===== src/rtl/rxu_pkg.sv =====
// ---------------------------------------------------------------
// Shared constants of the serial receive path
// ---------------------------------------------------------------
package rxu_pkg;

   // Oversampling: sixteen receive clock ticks per bit
   localparam int RXU_OVS = 16;
   // Tick count at the middle of the start bit
   localparam logic [3:0] RXU_MID = 4'h7;
   // Tick count at which a data, parity or stop bit is taken
   localparam logic [3:0] RXU_LAST = 4'hf;

   // Receive FIFO depth and its pointer width
   localparam int RXU_FIFO_DEPTH = 16;
   localparam int RXU_PTR_W = 4;
   // Capacity of the single holding register when FIFOs are off
   localparam logic [4:0] RXU_HOLD_CAP = 5'h01;
   // Capacity of the FIFO when enabled
   localparam logic [4:0] RXU_FIFO_CAP = 5'h10;

   // Trigger levels chosen by the two trigger select bits
   localparam logic [4:0] RXU_TRIG_1 = 5'h01;
   localparam logic [4:0] RXU_TRIG_4 = 5'h04;
   localparam logic [4:0] RXU_TRIG_8 = 5'h08;
   localparam logic [4:0] RXU_TRIG_14 = 5'h0e;

   // Character timeout in character times
   localparam int RXU_TMO_CHARS = 4;

   // Index of the last data bit for the shortest word (five bits)
   localparam logic [2:0] RXU_MIN_LAST = 3'h4;

   // Reset values
   localparam logic RXU_LINE_IDLE = 1'b1;
   localparam logic [15:0] RXU_BAUD_RST = 16'h0000;

   // Receiver states, one-hot
   typedef enum logic [4:0] {
      RXU_IDLE = 5'b00001,
      RXU_START = 5'b00010,
      RXU_DATA = 5'b00100,
      RXU_PAR = 5'b01000,
      RXU_STOP = 5'b10000
   } rxu_state_t;

endpackage : rxu_pkg


===== src/rtl/rxu_buf2.sv =====
`timescale 1ns/10ps
// Two-entry buffer between the receive FIFO and the reader
module rxu_buf2 #(
   parameter int W = 8
) (
   // Clock and reset
   input wire logic clk,
   input wire logic arst_n,
   // Filling side
   input wire logic in_valid,
   output logic in_ready,
   input wire logic [W-1:0] in_data,
   // Draining side
   output logic out_valid,
   input wire logic out_ready,
   output logic [W-1:0] out_data,
   // Occupancy
   output logic [1:0] count
);
   import rxu_pkg::*;

   logic [W-1:0] d0_r, d0_nxt; // Head entry
   logic [W-1:0] d1_r, d1_nxt; // Second entry
   logic [1:0] cnt_r, cnt_nxt; // Entries held
   logic push, pop;
   logic [1:0] tgt;

   assign in_ready = (cnt_r != 2'h2);
   assign out_valid = (cnt_r != 2'h0);
   assign out_data = d0_r;
   assign count = cnt_r;

   // ---------------------------------------------------------------
   // Next state
   // ---------------------------------------------------------------
   always_comb begin
      push = in_valid && in_ready;
      pop = out_valid && out_ready;
      d0_nxt = d0_r;
      d1_nxt = d1_r;
      // Shift forward first so a push lands in the slot left free
      if (pop) begin
         d0_nxt = d1_r;
      end
      tgt = cnt_r - {1'b0, pop};
      if (push && tgt == 2'h0) begin
         d0_nxt = in_data;
      end else if (push) begin
         d1_nxt = in_data;
      end
      cnt_nxt = cnt_r + {1'b0, push} - {1'b0, pop};
   end

   // Registers
   always_ff @(posedge clk or negedge arst_n) begin
      if (!arst_n) begin
         d0_r <= '0;
         d1_r <= '0;
         cnt_r <= 2'h0;
      end else begin
         d0_r <= d0_nxt;
         d1_r <= d1_nxt;
         cnt_r <= cnt_nxt;
      end
   end
endmodule : rxu_buf2


===== src/rtl/rxu_receiver.sv =====
`timescale 1ns/10ps
// Notes on behaviour
// Each bit spans sixteen receive clock ticks.
// Receive ticks come from the baud generator.
// Line pulses under two ticks are ignored.
// Finished characters go to holding register/FIFO.
// First received data bit lands in bit zero.
// Check parity and stop bit, flag mismatch.
// Data interrupt on arrival or trigger level.
// Interrupts for timeout, parity, framing, line errors.
// FIFO enable bit gives sixteen byte buffering; the code holds 18 (sixteen FIFO entries plus the two-entry output buffer).
// Trigger levels are one, four, eight, fourteen.
// Five to eight data bits, configurable parity/stop.
// Sixteen-bit divisor, values one to 65535.
// Sender sends start, data LSB first, parity, stops.
// Timeout after about four idle character times.
// Character arriving when full sets overrun, dropped.
module rxu_receiver (
   // Clock and reset
   input wire logic clk,
   input wire logic arst_n,
   // Serial receive line
   input wire logic rx_line,
   // Baud divisor
   input wire logic [15:0] divisor,
   // Line control
   input wire logic [1:0] word_len,
   input wire logic stop_two,
   input wire logic par_en,
   input wire logic par_even,
   input wire logic par_stick,
   // FIFO control
   input wire logic fifo_en,
   input wire logic [1:0] trig_sel,
   input wire logic err_clr,
   // Interrupt enables
   input wire logic rda_ie,
   input wire logic rls_ie,
   // Received data to the reader
   output logic [7:0] rd_data,
   output logic rd_valid,
   input wire logic rd_ready,
   // Status
   output logic [4:0] level,
   output logic parity_err,
   output logic frame_err,
   output logic overrun_err,
   output logic rda_irq,
   output logic tmo_irq,
   output logic rls_irq
);
   import rxu_pkg::*;

   // ---------------------------------------------------------------
   // Declarations
   // ---------------------------------------------------------------
   logic [15:0] bcnt_r, bcnt_nxt; // Baud divider count
   logic [15:0] div_eff; // Divisor with zero treated as one
   logic tick; // One receive clock period elapsed
   logic [1:0] samp_r, samp_nxt; // Last two line samples
   logic filt_r, filt_nxt; // Filtered line level
   rxu_state_t st_r, st_nxt; // Receiver state
   logic [3:0] os_r, os_nxt; // Tick count within a bit
   logic [2:0] bit_r, bit_nxt; // Data bit index
   logic [7:0] sh_r, sh_nxt; // Receive shift register
   logic pbit_r, pbit_nxt; // Received parity bit
   logic [2:0] bit_last; // Index of last data bit
   logic done; // Stop bit taken this cycle
   logic stop_ok; // Stop bit was high
   logic par_exp; // Expected parity bit
   logic [7:0] mem [RXU_FIFO_DEPTH]; // Receive FIFO storage
   logic [RXU_PTR_W-1:0] wr_r, wr_nxt, rd_r, rd_nxt; // FIFO pointers
   logic [4:0] cnt_r, cnt_nxt; // FIFO occupancy
   logic [4:0] cap; // Capacity in the current mode
   logic fen_r; // FIFO enable of last cycle
   logic push, pop, ovr, flush;
   logic buf_ready;
   logic [1:0] buf_cnt;
   logic pe_r, pe_nxt, fe_r, fe_nxt, oe_r, oe_nxt; // Sticky line errors
   logic [9:0] tcnt_r, tcnt_nxt; // Idle ticks with data waiting
   logic tmo_r, tmo_nxt; // Timeout pending
   logic [3:0] frame_bits; // Bits in one character frame
   logic [9:0] tmo_lim;
   logic [4:0] trig;

   // ---------------------------------------------------------------
   // Baud generator
   // ---------------------------------------------------------------
   // Divides the system clock; one tick is one receive clock period
   always_comb begin
      div_eff = (divisor == 16'h0000) ? 16'h0001 : divisor;
      tick = (bcnt_r >= div_eff - 16'h0001);
      bcnt_nxt = tick ? 16'h0000 : bcnt_r + 16'h0001;
   end

   always_ff @(posedge clk or negedge arst_n) begin
      if (!arst_n) begin
         bcnt_r <= RXU_BAUD_RST;
      end else begin
         bcnt_r <= bcnt_nxt;
      end
   end

   // ---------------------------------------------------------------
   // Line filter
   // ---------------------------------------------------------------
   // A new level is taken only after two equal samples in a row
   always_comb begin
      samp_nxt = samp_r;
      filt_nxt = filt_r;
      if (tick) begin
         samp_nxt = {samp_r[0], rx_line};
         if (samp_r[1] == samp_r[0]) begin
            filt_nxt = samp_r[0];
         end
      end
   end

   always_ff @(posedge clk or negedge arst_n) begin
      if (!arst_n) begin
         samp_r <= {RXU_LINE_IDLE, RXU_LINE_IDLE};
         filt_r <= RXU_LINE_IDLE;
      end else begin
         samp_r <= samp_nxt;
         filt_r <= filt_nxt;
      end
   end

   // ---------------------------------------------------------------
   // Character framing
   // ---------------------------------------------------------------
   assign bit_last = RXU_MIN_LAST + {1'b0, word_len};

   // Start checked mid-bit, then every bit taken sixteen ticks apart
   always_comb begin
      st_nxt = st_r;
      os_nxt = os_r;
      bit_nxt = bit_r;
      sh_nxt = sh_r;
      pbit_nxt = pbit_r;
      done = 1'b0;
      stop_ok = 1'b1;
      if (tick) begin
         os_nxt = os_r + 4'h1;
         unique case (st_r)
            RXU_IDLE: begin
               os_nxt = 4'h0;
               if (!filt_r) begin
                  st_nxt = RXU_START;
               end
            end
            RXU_START: begin
               // A start bit gone high by mid-bit was noise
               if (os_r == RXU_MID) begin
                  os_nxt = 4'h0;
                  bit_nxt = 3'h0;
                  sh_nxt = 8'h00;
                  st_nxt = filt_r ? RXU_IDLE : RXU_DATA;
               end
            end
            RXU_DATA: begin
               if (os_r == RXU_LAST) begin
                  sh_nxt[bit_r] = filt_r;
                  bit_nxt = bit_r + 3'h1;
                  if (bit_r == bit_last) begin
                     st_nxt = par_en ? RXU_PAR : RXU_STOP;
                  end
               end
            end
            RXU_PAR: begin
               if (os_r == RXU_LAST) begin
                  pbit_nxt = filt_r;
                  st_nxt = RXU_STOP;
               end
            end
            RXU_STOP: begin
               // Only the first stop bit is checked; extra ones look idle
               if (os_r == RXU_LAST) begin
                  done = 1'b1;
                  stop_ok = filt_r;
                  st_nxt = RXU_IDLE;
               end
            end
            default: begin
               st_nxt = RXU_IDLE;
            end
         endcase
      end
   end

   always_ff @(posedge clk or negedge arst_n) begin
      if (!arst_n) begin
         st_r <= RXU_IDLE;
         os_r <= 4'h0;
         bit_r <= 3'h0;
         sh_r <= 8'h00;
         pbit_r <= 1'b0;
      end else begin
         st_r <= st_nxt;
         os_r <= os_nxt;
         bit_r <= bit_nxt;
         sh_r <= sh_nxt;
         pbit_r <= pbit_nxt;
      end
   end

   // Unused high bits of the shift register are zero, so a full XOR works
   assign par_exp = par_stick ? ~par_even : (par_even ? ^sh_r : ~^sh_r);

   // ---------------------------------------------------------------
   // Holding register / receive FIFO
   // ---------------------------------------------------------------
   // Capacity one without FIFOs, sixteen with them
   always_comb begin
      cap = fifo_en ? RXU_FIFO_CAP : RXU_HOLD_CAP;
      flush = (fifo_en != fen_r);
      push = done && (cnt_r != cap) && !flush;
      ovr = done && (cnt_r == cap);
      pop = (cnt_r != 5'h00) && buf_ready && !flush;
      wr_nxt = wr_r;
      rd_nxt = rd_r;
      cnt_nxt = cnt_r;
      // Switching mode empties the FIFO so stale bytes never mix in
      if (flush) begin
         wr_nxt = '0;
         rd_nxt = '0;
         cnt_nxt = 5'h00;
      end else begin
         wr_nxt = wr_r + {{(RXU_PTR_W-1){1'b0}}, push};
         rd_nxt = rd_r + {{(RXU_PTR_W-1){1'b0}}, pop};
         cnt_nxt = cnt_r + {4'h0, push} - {4'h0, pop};
      end
   end

   always_ff @(posedge clk or negedge arst_n) begin
      if (!arst_n) begin
         wr_r <= '0;
         rd_r <= '0;
         cnt_r <= 5'h00;
         fen_r <= 1'b0;
      end else begin
         wr_r <= wr_nxt;
         rd_r <= rd_nxt;
         cnt_r <= cnt_nxt;
         fen_r <= fifo_en;
      end
   end

   // Storage has no reset; occupancy decides what is valid
   always_ff @(posedge clk) begin
      if (push) begin
         mem[wr_r] <= sh_r;
      end
   end

   // Output stage so a stalled reader loses no word
   rxu_buf2 #(.W(8)) u_buf (
      .clk(clk),
      .arst_n(arst_n),
      .in_valid((cnt_r != 5'h00) && !flush),
      .in_ready(buf_ready),
      .in_data(mem[rd_r]),
      .out_valid(rd_valid),
      .out_ready(rd_ready),
      .out_data(rd_data),
      .count(buf_cnt)
   );

   assign level = cnt_r + {3'h0, buf_cnt};

   // ---------------------------------------------------------------
   // Line errors
   // ---------------------------------------------------------------
   // Sticky; a new error in the clearing cycle survives the clear
   always_comb begin
      pe_nxt = (err_clr ? 1'b0 : pe_r) | (done && par_en && pbit_r != par_exp);
      fe_nxt = (err_clr ? 1'b0 : fe_r) | (done && !stop_ok);
      oe_nxt = (err_clr ? 1'b0 : oe_r) | ovr;
   end

   always_ff @(posedge clk or negedge arst_n) begin
      if (!arst_n) begin
         pe_r <= 1'b0;
         fe_r <= 1'b0;
         oe_r <= 1'b0;
      end else begin
         pe_r <= pe_nxt;
         fe_r <= fe_nxt;
         oe_r <= oe_nxt;
      end
   end

   assign parity_err = pe_r;
   assign frame_err = fe_r;
   assign overrun_err = oe_r;

   // ---------------------------------------------------------------
   // Character timeout
   // ---------------------------------------------------------------
   // Frame length follows the line settings; 1.5 stops count as two
   always_comb begin
      frame_bits = 4'h3 + {1'b0, bit_last} + {3'h0, par_en} + {3'h0, stop_two};
      tmo_lim = 10'({6'h0, frame_bits} * 10'(RXU_OVS * RXU_TMO_CHARS));
      tcnt_nxt = tcnt_r;
      tmo_nxt = tmo_r;
      // Any arrival, read or empty FIFO restarts the wait
      if (done || (rd_valid && rd_ready) || level == 5'h00 || !fifo_en) begin
         tcnt_nxt = 10'h000;
         tmo_nxt = 1'b0;
      end else if (tick) begin
         if (tcnt_r >= tmo_lim - 10'h001) begin
            tmo_nxt = 1'b1;
         end else begin
            tcnt_nxt = tcnt_r + 10'h001;
         end
      end
   end

   always_ff @(posedge clk or negedge arst_n) begin
      if (!arst_n) begin
         tcnt_r <= 10'h000;
         tmo_r <= 1'b0;
      end else begin
         tcnt_r <= tcnt_nxt;
         tmo_r <= tmo_nxt;
      end
   end

   // ---------------------------------------------------------------
   // Interrupt requests
   // ---------------------------------------------------------------
   always_comb begin
      unique case (trig_sel)
         2'h0: trig = RXU_TRIG_1;
         2'h1: trig = RXU_TRIG_4;
         2'h2: trig = RXU_TRIG_8;
         2'h3: trig = RXU_TRIG_14;
      endcase
      rda_irq = rda_ie && (fifo_en ? (level >= trig) : (level != 5'h00));
      tmo_irq = rda_ie && tmo_r;
      rls_irq = rls_ie && (pe_r || fe_r || oe_r);
   end
endmodule : rxu_receiver


===== config.mk =====
export PLATFORM = sky130hd
export DESIGN_NAME = rxu_receiver
export DESIGN_NICKNAME = d
export VERILOG_FILES = /design/src/rtl/rxu_pkg.sv /design/src/rtl/rxu_buf2.sv /design/src/rtl/rxu_receiver.sv
export SDC_FILE = /design/constraint.sdc
export NUM_CORES = 1
export LEC_CHECK = 0
export BUFFER_PORTS_ARGS = -buffer_cell sky130_fd_sc_hd__buf_2
export CORE_ASPECT_RATIO = 1.5
export CORE_UTILIZATION = 45
export CTS_CLUSTER_SIZE = 14
export DETAILED_ROUTE_END_ITERATION = 10
export GPL_TIMING_DRIVEN = 0
export PLACE_DENSITY = 0.62
export SLEW_MARGIN = 20
export SYNTH_ARGS = -nofsm -noshare
export SYNTH_HDL_FRONTEND = slang
export SYNTH_SLANG_ARGS = --single-unit

===== constraint.sdc =====
create_clock -name clk -period 7.3 [get_ports clk]
set_clock_uncertainty 0.15 [all_clocks]
set_input_delay 1.095 -clock clk [delete_from_list [all_inputs] [get_ports clk]]
set_output_delay 1.095 -clock clk [all_outputs]
set_load 0.02 [all_outputs]

==> results of run 1 <==
## power by group through the flow
stage                     clock network, mW  logic [mW]  registers [mW]
after floorplan                           0       0.708            1.54
after global placement                    0       0.954            1.55
after detailed placement                  0       0.975            1.55
after CTS                              1.10       0.982            1.52
after global routing                   1.15        1.08            1.55
final                                  1.08       0.959            1.52
## kinds of logic (layout without fill, tap and decap cells)
kind of cell,Yosys count,after routing,synth area share
buffers and inverters,65,154,0.0251
AO/OA/AOI/OAI,126,126,0.0749
adder cells (fa/ha/maj),52,52,0.0648
multiplexers,64,64,0.112
flip-flops,214,214,0.578
AND/OR/NAND/NOR,206,206,0.102
XOR/XNOR,51,51,0.0430
## cells in the mapped netlist, types with 18 or more instances
cell type	n	area [um^2]
clkbuf_1	23	86.3
a21oi_1	35	175
nand2_1	41	154
nor2_1	56	210
inv_1	34	128
xnor2_1	33	289
xor2_1	18	158
nand3_1	21	105
dfrtp_1	82	2050
edfxtp_1	128	3840
mux4_2	40	901
o21ai_0	38	190
ha_1	49	613
## worst register-to-register path, cell delays in order, from the launching register on
cell and delay [ns]:
dfrtp_1 0.45, ha_1 0.34, and4_1 0.24, o211ai_1 0.11, o31a_1 0.41, a311oi_1 0.83
inv_1 0.10, ha_1 0.30, inv_1 0.04, ha_1 0.18, inv_1 0.07, fa_1 0.20
inv_1 0.05, a21oi_1 0.14, nor2_1 0.07, or3_1 0.35, a21oi_1 0.14
## sequential cells by signal, indices dropped and copies added (netlist names), 2 cells and up
| signal | count |
|---|---|
| mem | 128 |
| bcnt_r | 16 |
| tcnt_r | 10 |
| sh_r | 8 |
| u_buf.d1_r | 8 |
| u_buf.out_data | 8 |
| cnt_r | 5 |
| st_r | 5 |
| os_r | 4 |
| rd_r | 4 |
| wr_r | 4 |
| bit_r | 3 |
| samp_r | 2 |
| u_buf.count | 2 |
## final cells by class
class	count	area (um^2)	share of cell area
tap	276	345	0.0295
clock inverter	12	136	0.0116
clock buffer	25	541	0.0462
buffer	31	133	0.0113
inverter	34	128	0.0109
timing repair buffer	52	285	0.0244
multi-input combinational	499	4140	0.354
sequential	214	6000	0.512
## per-stage QoR
step,setup WS [ns],std cells
6_report,0.653,1143
5_1_grt,0.240,1143
4_1_cts,0.656,1143
3_5_place_dp,0.187,1106
3_3_place_gp,0.0699,1105
2_1_floorplan,1.12,778
## final timing paths
path                                            start                     to  slack [ns]  depth (start not counted)
worst max-delay path                       divisor[2]     cnt_r[4]$_DFF_PN0_        0.65                         27
worst min-delay path            samp_r[1]$_DFFE_PN1N_  samp_r[1]$_DFFE_PN1N_        0.34                          2
worst max register to register   bcnt_r[11]$_DFF_PN0_     cnt_r[4]$_DFF_PN0_        3.04                         16
worst min register to register  samp_r[1]$_DFFE_PN1N_  samp_r[1]$_DFFE_PN1N_        0.34                          2
max in group asynchronous                      arst_n    st_r[0]$_DFFE_PN1P_        5.87                          2
min in group asynchronous                      arst_n   bcnt_r[14]$_DFF_PN0_        0.45                          1
## layer usage
metal | track usage | vias to the layer above
li1 | - | 3068
met4 | 0.0561 | 0
met5 | 0 | -
met1 | 0.225 | 3212
met3 | 0.0208 | 36
met2 | 0.355 | 87
==> results.cfg, run 1 <==
[placed_design]
placed_area_um2 = 11000
io_buffer_count = 51
gp_congestion = 0.760
hpwl_mm = 15.4

[global_routing]
grt_max_degree = 45
antenna_found_initial = 0
grt.overflow.total = 0
grtUsageTotal = 0.189
grt_pass1_wl_mm = 35.2
grt_pass1_vias = 6641

[floorplanning]
row_count = 67
die_h_um = 188
initial_core_util = 0.462
coreArea_um2 = 22500
boundaryPins = 52
die_x_um = 126
dieArea_um2 = 23700

[clock_tree]
htree_levels = 1
numCtsBuffers = 21
cts_tree = yes
cts_resized = 0
clk_pin_slew_ns = 0.06
clockBufferDepth = 3
cts_hold_buf = 0
clock_sinks = 214
postCtsSetupBuffers = 0
cts-root-buf = clkbuf_16
clkLatencyLatePin_ns = 0.49

[cells_and_area]
design_area_um2 = 11700
drive_gt1_frac = 0.187
nets = 937
fill_cells = 1950
finish.utilization = 0.521
mostFrequentLayoutCells = 128 x edfxtp_1, 82 x dfrtp_1, 57 x buf_2, 56 x nor2_1, 49 x ha_1
areaGrowthSynthToFinish_pct = 12.8
final_common_cell = edfxtp_1
insertedDiodeCount = 0

[routing]
avgRoutedWirePerCell_um = 18.9
dr.pass1.iters = 4
drt-met1-wl_mm = 8.60
top_layer = met4
drt-vias-per-instance = 5.60
via_count = 6403
drt_iter0_drc = 266
route.met2.wl_mm = 11.7
route.met3.wl_um = 677
drc = 0
wl_mm = 21.6
postRouteAntennaNets = 0

[synthesis]
synth.distinct_cells = 58
syn_area_per_cell_um2 = 13.3
yosysSeqAreaShare = 0.578
netlist_instances = 778
yosysWarnings = 0
synth_edf_count = 128
async_flop_share = 0.402
ys_ff_latch = 214
synth_area_um2 = 10400
ys.flop_type = edfxtp_1
synth_nets = 862

[power]
power.density_nw_per_um2 = 304
seqPwrFrac = 0.427
power.leakage_nw = 4.72
switching_share = 0.307
combPwrFrac = 0.269
p_int_mw = 2.47
p_total_mw = 3.57
p_sw_mw = 1.09
ir_drop_uv = 193
clockPowerShare = 0.304

[critical_path]
slowest_stage = a311oi_1
path_buf_inv = 5
critPathMaxFanout = 6
startpoint_type = input pin
cp-end-kind = flip-flop
critPathKind = in -> reg
crit_family = simple AND/OR/NAND/NOR gates
max_stage_delay_ns = 0.83
arrival_ns = 6.90
crit_required_ns = 7.56

[sta]
slew_violations = 0
min_period_ns = 6.65
timing.final.hold_violations = 0
setup_viol = 0
fin_crit_sh = 0.911
whs_ns = 0.343
relSlewSlack = 0.365
rsz0062_at_grt = false
worst_pin_slew_ns = 0.946
final.setup.tns_ns = 0
max_freq_mhz = 150

[outcome]
status = complete, no violations

[min_path]
hold_class = reg -> reg

[job]
maxCapViolations = 0
Note: power is estimated with default switching activity, not from simulation.
==> run 2: changes to the inputs <==
--- a/config.mk
+++ b/config.mk
@@ -12,7 +12,9 @@
 export DETAILED_ROUTE_END_ITERATION = 10
 export GPL_TIMING_DRIVEN = 0
 export PLACE_DENSITY = 0.62
+export RECOVER_POWER = 25
 export SLEW_MARGIN = 20
 export SYNTH_ARGS = -nofsm -noshare
 export SYNTH_HDL_FRONTEND = slang
+export SYNTH_HIERARCHICAL = 1
 export SYNTH_SLANG_ARGS = --single-unit
==> run 2 against run 1 <==
The flow now finishes with violations (capacitance limit, slew limit). Non-clock buffer count rose by 1. Count of clock-buffer cells in the layout rose by 8. Utilization fell by 0.49 points. Global-route usage rose by 0.34 points. Flip-flop and latch count did not move. Cell count rose by 1.7%. Power fell by 1.7%. Synthesized area rose by 1.2%.
==> results.cfg, run 2 <==
[critical_path]
arrival_ns = 5.90
critPathMaxFanout = 8
critPathLaunch = divisor[2]
startpoint_type = input pin
cp-end-kind = flip-flop
timing.rr.start = bcnt_r[11]$_DFF_PN0_
crit_required_ns = 7.27
critPathKind = in -> reg

[placed_design]
gp_congestion = 0.794
hpwl_mm = 15.8
io_buffer_count = 51

[min_path]
hold_class = reg -> reg
hold_start = tmo_r$_DFFE_PN0P_

[routing]
avgRoutedWirePerCell_um = 19.0
dr.pass1.iters = 4
postRouteAntennaNets = 0
via_count = 6500
drc = 0
drt-vias-per-instance = 5.59
wl_mm = 22.1
drt_iter0_drc = 385

[sta]
timing.final.hold_violations = 0
worst_pin_slew_ns = 2.09
rsz0062_at_grt = false
relSlewSlack = -0.393
slew_violations = 37
fin_crit_sh = 0.813
setup_viol = 0
final.setup.tns_ns = 0
max_freq_mhz = 168
min_period_ns = 5.94

[global_routing]
grtUsageTotal = 0.192
antenna_found_initial = 0
grt_max_degree = 51
grt.overflow.total = 0
grt_pass1_vias = 6572
grt_pass1_wl_mm = 35.4

[synthesis]
ys_ff_latch = 214
synth_edf_count = 128
synth_area_um2 = 10500
ys.flop_type = edfxtp_1
syn_area_per_cell_um2 = 13.3
synth_nets = 872
synthTopCellsByArea = edfxtp_1 37%, dfrtp_1 20%, mux4_2 8.6%, ha_1 5.8%, xnor2_1 2.6%
async_flop_share = 0.402
synth_top_cell_area_share = 0.366
synthTopCellsByCount = 128 x edfxtp_1, 82 x dfrtp_1, 66 x nor2_1, 49 x ha_1, 48 x nand2_1
yosysSeqAreaShare = 0.571
netlist_instances = 788
synth.distinct_cells = 71
yosysTopAreaCell = edfxtp_1
yosysMostFrequentCell = edfxtp_1
yosysWarnings = 6

[cells_and_area]
mostFrequentLayoutCells = 128 x edfxtp_1, 82 x dfrtp_1, 66 x nor2_1, 56 x buf_2, 49 x ha_1
finish.utilization = 0.516
final_common_cell = edfxtp_1
areaGrowthSynthToFinish_pct = 12.9
largest_registers = mem x128, bcnt_r x16, tcnt_r x10
largest_reg_flops = 128
insertedDiodeCount = 0
max_flop_register = mem
nets = 951
drive_gt1_frac = 0.197
fill_cells = 1978

[outcome]
status = finished, violations left
violations = capacitance limit, slew limit

[clock_tree]
clk_pin_slew_ns = 0.06
clock_sinks = 214
numCtsBuffers = 22
cts_hold_buf = 0
cts_resized = 0
htree_levels = 1
postCtsSetupBuffers = 0
clkLatencyLatePin_ns = 0.50
cts-root-buf = clkbuf_16
clockBufferDepth = 3
cts_tree = yes

[power]
power.leakage_nw = 4.83
power.density_nw_per_um2 = 296
clockPowerShare = 0.303
combPwrFrac = 0.266
p_sw_mw = 1.09
p_total_mw = 3.51
seqPwrFrac = 0.431
ir_drop_uv = 191
p_int_mw = 2.42
switching_share = 0.310

[floorplanning]
initial_core_util = 0.457
boundaryPins = 52
die_x_um = 127
dieArea_um2 = 24000
die_h_um = 189
coreArea_um2 = 23000
row_count = 68

[job]
maxCapViolations = 1
==> run 2: changes by cell type after synthesis, moves of 7 or more <==
cell     change
nor2_1      +10
xor2_1       +8
nand2_1      +7
o21ai_0      -7
==> run 2: final timing paths <==
path	to	slack (ns)	cells past startpoint
setup reg to reg	mem[10][7]$_DFFE_PP_	3.51	7
setup / recovery	mem[10][7]$_DFFE_PP_	1.36	15
min in group asynchronous	bcnt_r[15]$_DFF_PN0_	1.04	1
hold / removal	tmo_r$_DFFE_PN0P_	0.34	2
max in group asynchronous	tcnt_r[9]$_DFFE_PN0P_	4.74	1
hold reg to reg	tmo_r$_DFFE_PN0P_	0.34	2
==> run 2: cell families after synthesis <==
group / share of synthesized area
AO/OA/AOI/OAI: 0.0794
AND/OR/NAND/NOR: 0.113
buffers and inverters: 0.0248
XOR/XNOR: 0.0475
multiplexers: 0.100
flip-flops: 0.571
adder cells (fa/ha/maj): 0.0641
==> run 2: through the flow <==
step | worst slack [ns] | hold WS [ns] | std cells | area, um^2
final | 1.36 | 0.345 | 1163 | 11900
after global routing | 1.00 | 0.365 | 1163 | 11900
after CTS | 1.34 | 0.342 | 1163 | 11900
after detailed placement | 0.829 | 0.338 | 1123 | 11200
after global placement | 0.392 | 0.320 | 1119 | 11100
after floorplan | 1.63 | 0.296 | 788 | 10500
==> run 2: routing by layer <==
layer | track usage | vias up | part of all wire
li1 | - | 3116 | -
met1 | 0.225 | 3223 | 0.39
met2 | 0.361 | 120 | 0.55
met3 | 0.0212 | 41 | 0.027
met4 | 0.0701 | 0 | 0.029
met5 | 0 | - | 0
==> run 2: final cells by class <==
cell class	instances	area, um^2	area share
clock inverters	7	66.3	0.00559
multi-input cells	510	4270	0.360
repair buffers	55	304	0.0256
clock buffers	33	613	0.0517
flip-flops and latches	214	6000	0.506
plain buffers	29	129	0.0109
well taps	280	350	0.0295
inverters	35	131	0.0111
==> run 2: worst max-delay path: stages <==
cell and delay [ns]:
buf_2 0.13, or4_4 0.55, or4_4 0.46, nor3_4 0.19, a31oi_1 0.15, ha_1 0.29, nor4b_1 0.18, xnor2_1 0.14
ha_1 0.28, and4_1 0.24, o211ai_1 0.10, a21boi_1 0.50, o311ai_2 0.30, or3b_1 0.51, nor2_1 0.78
==> run 2: power groups by stage <==
stage	Clock (mW)	Combinational, mW	Sequential (mW)
after global placement	0	0.931	1.53
after floorplan	0	0.697	1.53
after detailed placement	0	0.948	1.54
final	1.06	0.931	1.51
after CTS	1.09	0.951	1.51
after global routing	1.13	1.06	1.53
==> run 3: changes to the inputs <==
--- a/config.mk
+++ b/config.mk
@@ -5,13 +5,14 @@
 export SDC_FILE = /design/constraint.sdc
 export NUM_CORES = 1
 export LEC_CHECK = 0
+export ABC_AREA = 1
 export BUFFER_PORTS_ARGS = -buffer_cell sky130_fd_sc_hd__buf_2
 export CORE_ASPECT_RATIO = 1.5
 export CORE_UTILIZATION = 45
 export CTS_CLUSTER_SIZE = 14
 export DETAILED_ROUTE_END_ITERATION = 10
 export GPL_TIMING_DRIVEN = 0
-export PLACE_DENSITY = 0.62
+export PLACE_DENSITY = 0.61
 export RECOVER_POWER = 25
 export SLEW_MARGIN = 20
 export SYNTH_ARGS = -nofsm -noshare
==> constraint.sdc (replaced) <==
create_clock -name clk -period 5.68 [get_ports clk]
set_clock_uncertainty 0.15 [all_clocks]
set_input_delay 0.852 -clock clk [delete_from_list [all_inputs] [get_ports clk]]
set_output_delay 0.852 -clock clk [all_outputs]
set_load 0.02 [all_outputs]
==> run 3 against run 2 <==
The flow still finishes with violations (capacitance limit, slew limit). Routed wire length increased by 19%. Sequential share of layout area decreased by 3.5 points. Via count increased by 25%. Design area increased by 7.3%. Critical endpoint is now cnt_r[4]$_DFF_PN0_. Flip-flop and latch count unchanged. Power increased by 43%. Critical path depth increased by 14.
==> results.cfg, run 3 <==
[sta]
whs_ns = 0.324
max_freq_mhz = 195
timing.final.hold_violations = 0
relSlewSlack = -0.633
worst_pin_slew_ns = 2.45
rsz0062_at_grt = false
slew_violations = 89
fin_crit_sh = 0.903
min_period_ns = 5.13
setup_viol = 0

[synthesis]
yosysSeqAreaShare = 0.531
syn_area_per_cell_um2 = 9.99
yosysTopAreaCell = edfxtp_1
synth_edf_count = 128
async_flop_share = 0.402
yosysWarnings = 6
synth_top_cell_area_share = 0.340
synthTopCellsByArea = edfxtp_1 34%, dfrtp_1 18%, nand2_1 6.6%, ha_1 5.4%, inv_1 4.0%
synth.distinct_cells = 59
synth_nets = 1215
netlist_instances = 1131
yosysMostFrequentCell = nand2_1
synthTopCellsByCount = 200 x nand2_1, 128 x edfxtp_1, 119 x inv_1, 82 x dfrtp_1, 80 x nor2_1
ys_ff_latch = 214
synth_area_um2 = 11300
ys.flop_type = edfxtp_1

[clock_tree]
cts-root-buf = clkbuf_16
clock_sinks = 214
htree_levels = 1
clk_pin_slew_ns = 0.06
cts_resized = 0
numCtsBuffers = 22
clockBufferDepth = 3
cts_hold_buf = 0
clkLatencyLatePin_ns = 0.50
postCtsSetupBuffers = 0
cts_tree = yes

[critical_path]
critPathMaxFanout = 10
crit-reg2reg-capture = cnt_r[4]$_DFF_PN0_
max_stage_delay_ns = 0.39
crit_required_ns = 5.90
r2r_cells = 16
crit_family = simple AND/OR/NAND/NOR gates
cpMostUsedCell = nor2_1
rrSetupSlack_ns = 2.24
timing.rr.start = bcnt_r[13]$_DFF_PN0_
path_buf_inv = 5
startpoint_type = input pin
cp-end-kind = flip-flop
slowest_stage = fa_1
critPathKind = in -> reg
arrival_ns = 5.35

[routing]
drc = 0
postRouteAntennaNets = 0
via_count = 8155
drt-vias-per-instance = 5.27
wl_mm = 26.2
drt_iter0_drc = 495
dr.pass1.iters = 5
avgRoutedWirePerCell_um = 16.9

[cells_and_area]
regArea_um2 = 6000
multi_input_area_um2 = 4660
areaGrowthSynthToFinish_pct = 12.7
final_common_cell = nand2_1
nets = 1293
max_flop_register = mem
largest_registers = mem x128, bcnt_r x16, tcnt_r x10
mostFrequentLayoutCells = 200 x nand2_1, 128 x edfxtp_1, 119 x inv_1, 82 x dfrtp_1, 80 x nor2_1
drive_gt1_frac = 0.131
design_area_um2 = 12700
finalNonFillerCells = 1548
insertedDiodeCount = 0
largest_reg_flops = 128
fill_cells = 2282

[global_routing]
grt_pass1_wl_mm = 42.3
grt_max_degree = 46
grtUsageTotal = 0.208
antenna_found_initial = 0
grt_pass1_vias = 8251
grt.overflow.total = 0

[outcome]
violations = capacitance limit, slew limit
status = finished, violations left

[placed_design]
gp_congestion = 0.851
dp_cells = 1509
hpwl_mm = 18.7
placed_area_um2 = 12100
io_buffer_count = 51

[power]
p_total_mw = 5.02
ir_drop_uv = 236
power.leakage_nw = 5.28
power.density_nw_per_um2 = 394

[floorplanning]
die_x_um = 131
row_count = 70
coreArea_um2 = 24500
initial_core_util = 0.461
boundaryPins = 52
dieArea_um2 = 25800
die_h_um = 196

[min_path]
whs_path_depth = 2
holdPathEnd = u_buf/d1_r[2]$_DFFE_PN0P_
hold_class = reg -> reg
hold_start = u_buf/d1_r[2]$_DFFE_PN0P_

[job]
maxCapViolations = 2
run 3: area by class of cell:
cell class,instances,share of cell area
plain buffers,38,0.0190
clock buffers,26,0.0469
clock inverters,13,0.00698
inverters,124,0.0366
multi-input cells,755,0.366
flip-flops and latches,214,0.471
well taps,324,0.0318
repair buffers,54,0.0213
run 3: per-layer routing:
metal	vias up	global-route usage	wire length, um
met5	-	0	0
met4	0	0.0719	753
met3	43	0.0238	851
met2	117	0.413	14400
met1	3944	0.224	10200
li1	4051	-	-
run 3: worst max path at each step:
| stage | from | end | slack, ns | cells after the start |
|---|---|---|---|---|
| after global routing | divisor[6] | cnt_r[4]$_DFF_PN0_ | 0.04 | 29 |
| after global placement | divisor[7] | mem[11][2]$_DFFE_PP_ | -0.02 | 21 |
| after CTS | divisor[6] | cnt_r[4]$_DFF_PN0_ | 0.51 | 29 |
| after detailed placement | divisor[6] | cnt_r[4]$_DFF_PN0_ | -0.01 | 29 |
| final | divisor[7] | cnt_r[4]$_DFF_PN0_ | 0.55 | 29 |
| after floorplan | divisor[6] | cnt_r[4]$_DFF_PN0_ | 0.73 | 28 |
run 3: worst reg2reg max path: stages (launching register included):
cell,delay (ns)
dfrtp_1,0.42
ha_1,0.32
nand2_1,0.09
nor4_2,0.29
nand2_2,0.18
nand2_4,0.13
nand4_4,0.19
buf_6,0.23
ha_1,0.27
inv_1,0.06
ha_1,0.16
inv_1,0.06
fa_1,0.39
nor2_1,0.12
a211oi_1,0.06
xor2_1,0.15
nor2_1,0.06
run 3: cells by family after synthesis:
group,after synthesis,synth area share
AOI/OAI and AO/OA,185,0.0949
xor gates and xnor gates,51,0.0395
adders and majority gates,52,0.0596
buffers and inverters,162,0.0626
DFF,214,0.531
muxes,32,0.0284
and+or+nand+nor,435,0.184
run 3: through the flow:
step | setup TNS, ns | util | setup WS [ns]
3_5_place_dp | -0.0119 | 0.492 | -0.0119
4_1_cts | 0 | 0.520 | 0.507
6_report | 0 | 0.519 | 0.552
5_1_grt | 0 | 0.519 | 0.0440
3_3_place_gp | -0.298 | 0.488 | -0.0211
2_1_floorplan | 0 | - | 0.731
run 3: report_power, final:
group,total (mW),switching (mW),internal [mW]
logic,1.70,1.09,0.611
registers,1.93,0.134,1.80
clock network,1.38,0.592,0.793
